[src/core/sps_pkg.sv]
package sps_pkg;
	// current level select pairs {sel1, sel0}
	localparam logic [1:0] LVL_FULL  = 2'h0;
	localparam logic [1:0] LVL_SIXTY = 2'h1;
	localparam logic [1:0] LVL_FIFTH = 2'h2;
	localparam logic [1:0] LVL_OFF   = 2'h3;
	localparam int         WINDINGS  = 2;
	localparam int         STATES    = 8;
	localparam logic [2:0] RESET_IDX = 3'h0;

	typedef struct packed {
		logic       phase;
		logic       level_sel1;
		logic       level_sel0;
	} sps_winding_t;

	typedef struct packed {
		sps_winding_t a;
		sps_winding_t b;
	} sps_motor_t;

	// both windings forward at holding level until the first step
	localparam sps_motor_t RESET_OUT = 6'h36;

	typedef enum logic [1:0] {
		SPS_IDLE = 2'b00,
		SPS_RUN  = 2'b01
	} sps_state_t;
endpackage : sps_pkg

[src/core/sps_winding_table.sv]
`timescale 1ns/100ps
module sps_winding_table (
	// state index and run level
	input  wire logic [2:0]         idx_i,
	input  wire logic               moving_i,
	input  wire logic               run_full_i,
	// winding controls
	output sps_pkg::sps_motor_t     motor_o
);
	logic [1:0] run_lvl;
	logic [1:0] ena;
	logic [1:0] ph;

	always_comb begin
		run_lvl = run_full_i ? sps_pkg::LVL_FULL : sps_pkg::LVL_SIXTY;
		// energised and phase per winding, index 0 = A fwd / B fwd
		unique case (idx_i)
			3'h0: begin ena = 2'b11; ph = 2'b11; end
			3'h1: begin ena = 2'b10; ph = 2'b10; end
			3'h2: begin ena = 2'b11; ph = 2'b10; end
			3'h3: begin ena = 2'b01; ph = 2'b00; end
			3'h4: begin ena = 2'b11; ph = 2'b00; end
			3'h5: begin ena = 2'b10; ph = 2'b01; end
			3'h6: begin ena = 2'b11; ph = 2'b01; end
			3'h7: begin ena = 2'b01; ph = 2'b11; end
		endcase
		// 1 = forward current, 11 = zero, 00 = full
		motor_o.a.phase = ph[1];
		motor_o.b.phase = ph[0];
		// off winding zero; hold at fifth; run at sixty or full
		{motor_o.a.level_sel1, motor_o.a.level_sel0} =
			!ena[1] ? sps_pkg::LVL_OFF : (moving_i ? run_lvl : sps_pkg::LVL_FIFTH);
		{motor_o.b.level_sel1, motor_o.b.level_sel0} =
			!ena[0] ? sps_pkg::LVL_OFF : (moving_i ? run_lvl : sps_pkg::LVL_FIFTH);
	end
endmodule : sps_winding_table

[src/core/sps_sequencer.sv]
`timescale 1ns/100ps
// Summary of operation
// - each motor has two windings, each with its own driver output set
// - each winding gets a phase line and two current-select lines
// - current selects choose zero, one fifth, three fifths or full
// - zero turns winding off; fifth while holding; higher levels while rotating
// - rotation steps both windings through states; rate of change sets speed
// - document motor uses eight distinct half-step states before repeating
// - reverse rotation walks the same table upward instead of downward
// - phase 1 forward, 0 reverse; selects 00 full, 11 zero
// - downward order from A fwd/B fwd through eight states, full current
// - carriage motor skips states where a winding is off
module sps_sequencer (
	// clock and reset
	input  wire logic               clk_i,
	input  wire logic               rst_i,
	// document motor step control
	input  wire logic               doc_step_i,
	input  wire logic               doc_reverse_i,
	input  wire logic               doc_run_full_i,
	// carriage motor step control
	input  wire logic               car_step_i,
	input  wire logic               car_reverse_i,
	input  wire logic               car_run_full_i,
	// winding driver outputs
	output sps_pkg::sps_motor_t     doc_motor_o,
	output sps_pkg::sps_motor_t     car_motor_o
);
	logic [2:0]           doc_idx;
	logic [2:0]           next_doc_idx;
	logic [2:0]           car_idx;
	logic [2:0]           next_car_idx;
	sps_pkg::sps_state_t  doc_st;
	sps_pkg::sps_state_t  next_doc_st;
	sps_pkg::sps_state_t  car_st;
	sps_pkg::sps_state_t  next_car_st;
	sps_pkg::sps_motor_t  doc_tab;
	sps_pkg::sps_motor_t  car_tab;
	sps_pkg::sps_motor_t  doc_q;
	sps_pkg::sps_motor_t  car_q;
	logic                 doc_moving;
	logic                 car_moving;

	// downward walk adds the stride, upward (reverse) subtracts it; carriage strides two
	function automatic logic [2:0] sps_advance(input logic [2:0] idx, input logic rev,
		input logic [2:0] stride);
		sps_advance = rev ? 3'(idx - stride) : 3'(idx + stride);
	endfunction : sps_advance

	always_comb begin
		next_doc_idx = doc_idx;
		next_car_idx = car_idx;
		// downward in the table is the forward walk; reverse goes upward
		if (doc_step_i) begin
			next_doc_idx = sps_advance(doc_idx, doc_reverse_i, 3'h1);
		end
		// carriage stays on even indices, both windings always energised
		if (car_step_i) begin
			next_car_idx = sps_advance(car_idx, car_reverse_i, 3'h2);
		end
		next_doc_st = doc_step_i ? sps_pkg::SPS_RUN : sps_pkg::SPS_IDLE;
		next_car_st = car_step_i ? sps_pkg::SPS_RUN : sps_pkg::SPS_IDLE;
	end

	always_ff @(posedge clk_i or posedge rst_i) begin
		if (rst_i) begin
			doc_idx <= sps_pkg::RESET_IDX;
			car_idx <= sps_pkg::RESET_IDX;
			doc_st  <= sps_pkg::SPS_IDLE;
			car_st  <= sps_pkg::SPS_IDLE;
		end else begin
			doc_idx <= next_doc_idx;
			car_idx <= next_car_idx;
			doc_st  <= next_doc_st;
			car_st  <= next_car_st;
		end
	end

	// running level applies in the cycle a step lands; idle drops to holding
	always_comb begin
		unique case (doc_st)
			sps_pkg::SPS_IDLE: doc_moving = 1'b0;
			sps_pkg::SPS_RUN:  doc_moving = 1'b1;
			default:           doc_moving = 1'b0;
		endcase
		unique case (car_st)
			sps_pkg::SPS_IDLE: car_moving = 1'b0;
			sps_pkg::SPS_RUN:  car_moving = 1'b1;
			default:           car_moving = 1'b0;
		endcase
	end

	// one table per motor, each feeding two winding drivers
	sps_winding_table u_doc_table (
		.idx_i      (doc_idx),
		.moving_i   (doc_moving),
		.run_full_i (doc_run_full_i),
		.motor_o    (doc_tab)
	);

	sps_winding_table u_car_table (
		.idx_i      (car_idx),
		.moving_i   (car_moving),
		.run_full_i (car_run_full_i),
		.motor_o    (car_tab)
	);

	// registered outputs keep glitches off the driver control pins
	always_ff @(posedge clk_i or posedge rst_i) begin
		if (rst_i) begin
			doc_q <= sps_pkg::RESET_OUT;
			car_q <= sps_pkg::RESET_OUT;
		end else begin
			doc_q <= doc_tab;
			car_q <= car_tab;
		end
	end

	assign doc_motor_o = doc_q;
	assign car_motor_o = car_q;
endmodule : sps_sequencer

[config.mk]
export PLATFORM = sky130hd
export DESIGN_NAME = sps_sequencer
export DESIGN_NICKNAME = d
export VERILOG_FILES = /design/src/core/sps_pkg.sv /design/src/core/sps_winding_table.sv /design/src/core/sps_sequencer.sv
export SDC_FILE = /design/constraint.sdc
export NUM_CORES = 1
export LEC_CHECK = 0
export ABC_CLOCK_PERIOD_IN_PS = 2670
export BUFFER_PORTS_ARGS = -buffer_cell sky130_fd_sc_hd__buf_2
export CORE_MARGIN = 4
export CORE_UTILIZATION = 30
export DETAILED_ROUTE_END_ITERATION = 8
export PLACE_DENSITY_LB_ADDON = 0.12
export SLEW_MARGIN = 0
export SYNTH_ARGS = -nofsm -noshare
export SYNTH_HDL_FRONTEND = slang
export SYNTH_SLANG_ARGS = --single-unit
[constraint.sdc]
create_clock -name clk_i -period 2.67 [get_ports clk_i]
set_input_delay 0.1335 -clock clk_i [delete_from_list [all_inputs] [get_ports clk_i]]
set_output_delay 0.1335 -clock clk_i [all_outputs]
set_load 0.05 [all_outputs]
==> flow_metrics.env <==
export IMPL_layout_common_cells="19 x buf_2, 10 x dfrtp_1, 8 x nand2_1"
export IMPL_first_iter_violations=0
export IMPL_cp_end_kind="flop"
export IMPL_path_class="flop to flop"
export IMPL_syn_to_final_growth_pct=27.31
export IMPL_clock_latency_ps=280
export IMPL_setup_viol=0
export IMPL_cts_clk_slew_worst_paths_ps=90
export IMPL_required_ps=2840
export IMPL_diodes=0
export IMPL_synth_top_area_share_pct=40.16
export IMPL_overflow=0
export IMPL_cts_tree="built"
export IMPL_worstPathArrival_ps=1520
export IMPL_hold_slack_ps=25.06
export IMPL_slowest_delay_ps=430
export IMPL_cts_sinks=17
export IMPL_cts_root_buffer="clkbuf_4"
export IMPL_antenna_found_initial=0
export IMPL_synth_top_area_cell="dfrtp_1"
export IMPL_ys_seq_area_share_pct=69.68
export IMPL_grt_max_degree=18
export IMPL_setup_ws_ps=1325
export IMPL_layoutNonFillerInstCount=99
export IMPL_drc_errors=0
export IMPL_min_path_cells=1
export IMPL_max_vdd_ir_drop_uv=567.4
export IMPL_rsz0062_at_grt="false"
export IMPL_final_common_cell="buf_2"
export IMPL_setup_tns_final_ps=0
export IMPL_dr_pass1_iters=1
export IMPL_cp_depth=5
export IMPL_ant_nets=0
export IMPL_min_period_ps=1345
export IMPL_cp_common_cell="xnor2_1"
export IMPL_cts_buffers=3
export IMPL_path_delay_family="flip-flops"
export IMPL_cap_violations=0
export IMPL_ys_ff_latch=17
export IMPL_period_share_pct=50.37
export IMPL_route_detailed_wl_per_inst_um=9.515
export IMPL_die_w_um=53.58
export IMPL_yosys_warnings=0
export IMPL_place_gp_congestion=0.6576
export IMPL_place_ws_ps=1319
export IMPL_regArea_um2=434.2
export IMPL_slew_viol_final=0
export IMPL_cp_start_kind="flop"
export IMPL_htreeDepth=1
export IMPL_clk_path_buf_depth=2
export IMPL_grt_pass1_vias=346
export IMPL_relSlewSlack_pct=58.58
export IMPL_leakage_nw=0.3993
export IMPL_hp_class="input pin to flop"
export IMPL_grtUsageTotal_pct=8.035
export IMPL_vias=361
export IMPL_syn_inst=48
export IMPL_start_util_pct=31.76
export IMPL_dp_cells=92
export IMPL_grt_pass1_wl_um=1531
export IMPL_synth_nets=57
export IMPL_multi_input_area_um2=151.4
export IMPL_syn_avg_cell_area_um2=12.98
export IMPL_drt_wl_total_um=942
export IMPL_viasPerCell=3.646
export IMPL_num_fill_cells=216
export IMPL_ctsHoldBuffers=3
export IMPL_layout_drive_gt1_share_pct=40.28
export IMPL_reg2regPathDepth=5
export IMPL_synthTopCellsByArea="dfrtp_1 40%, dfstp_2 30%, xor2_1 7.0%"
export IMPL_nNetsFinal=82
export IMPL_hold_viol_final=0
export IMPL_p_per_area_mw_per_mm2=1259
export IMPL_slowest_stage="dfrtp_1"
export IMPL_fmax_mhz=743.5
export IMPL_io_buffers=19
export IMPL_rows=16
export IMPL_yosys_cell_types_count=11
export IMPL_worst_pin_slew_ps=620.6
export IMPL_dpl_instance_area_um2=737.0
export IMPL_cts_resized_gates=0
export IMPL_final_cell_area_um2=793.3
export IMPL_crit_buf_inv=1
export IMPL_finClkSkew_ps=1.587
export IMPL_path_cells="inv_1 > fa_1 > xnor2_1 > nand2_1 > xnor2_1"
export IMPL_post_cts_buffers=0
export IMPL_status="finished clean"
export IMPL_core_area_mm2=0.001962
export IMPL_ios=20
export IMPL_cp_max_fo=5
export IMPL_synth_area_um2=623.1
export IMPL_fp_dieArea_mm2=0.002870
export IMPL_die_height_um=53.58
layout make-up:
type                    instances  share of cell area [%]
multi-input cells              23                   19.09
well taps                      27                   4.259
clock buffers                   4                   3.312
flip-flops and latches         17                   54.73
repair buffers                 22                   15.77
inverters                       6                   2.839
power breakdown:
part           internal [mW]  switching, mW
Clock                 0.0579         0.0768
Sequential             0.382         0.0569
Combinational          0.123          0.301
Total                  0.564          0.435
metal layers:
metal  vias up  track usage [%]  routed length [µm]
met2        14            12.24                 425
met5         -                0                   0
li1        185                -                   -
met1       162            9.807                 432
met4         0            5.106                   0
met3         0            2.493                  84
flip-flops by register name, summed over array words and instances, names as in the netlist:
name / cells
doc_motor_o: 6
car_st: 1
doc_idx: 3
car_idx: 2
car_motor_o: 4
doc_st: 1
cells in the mapped netlist, drive strengths merged:
library cell  instances
dfrtp                10
nand2                 8
dfstp                 7
inv                   6
xor2                  5
xnor2                 4
nor2                  3
buf                   2
a21oi                 1
fa                    1
nand2b                1
final timing paths:
kind	startpoint	endpoint	slack (ps)
hold / removal	doc_step_i	doc_st[0]$_DFF_PP0_	30
hold reg to reg	car_st[0]$_DFF_PP0_	car_motor_o[4]$_DFF_PP1_	390
setup / recovery	doc_idx[0]$_DFFE_PP0P_	doc_idx[2]$_DFFE_PP0P_	1330
setup reg to reg	doc_idx[0]$_DFFE_PP0P_	doc_idx[2]$_DFFE_PP0P_	1330
min in group asynchronous	rst_i	car_motor_o[3]$_DFF_PP0_	460
max in group asynchronous	rst_i	doc_st[0]$_DFF_PP0_	1810
per-stage QoR:
stage	power (mW)	util, %
final	0.9987	40.43
after global placement	0.8737	37.56
after CTS	1.017	40.43
after detailed placement	0.8747	37.56
after floorplan	0.7915	-
after global routing	1.076	40.43
cell families after synthesis:
family	after synthesis	synth area share, %
simple gates	12	7.631
fa+ha+maj	1	3.213
xor+xnor	9	12.65
buf+inv	8	6.023
flops	17	69.68
compound gates	1	0.8024
(Power assumes the default switching activity.)
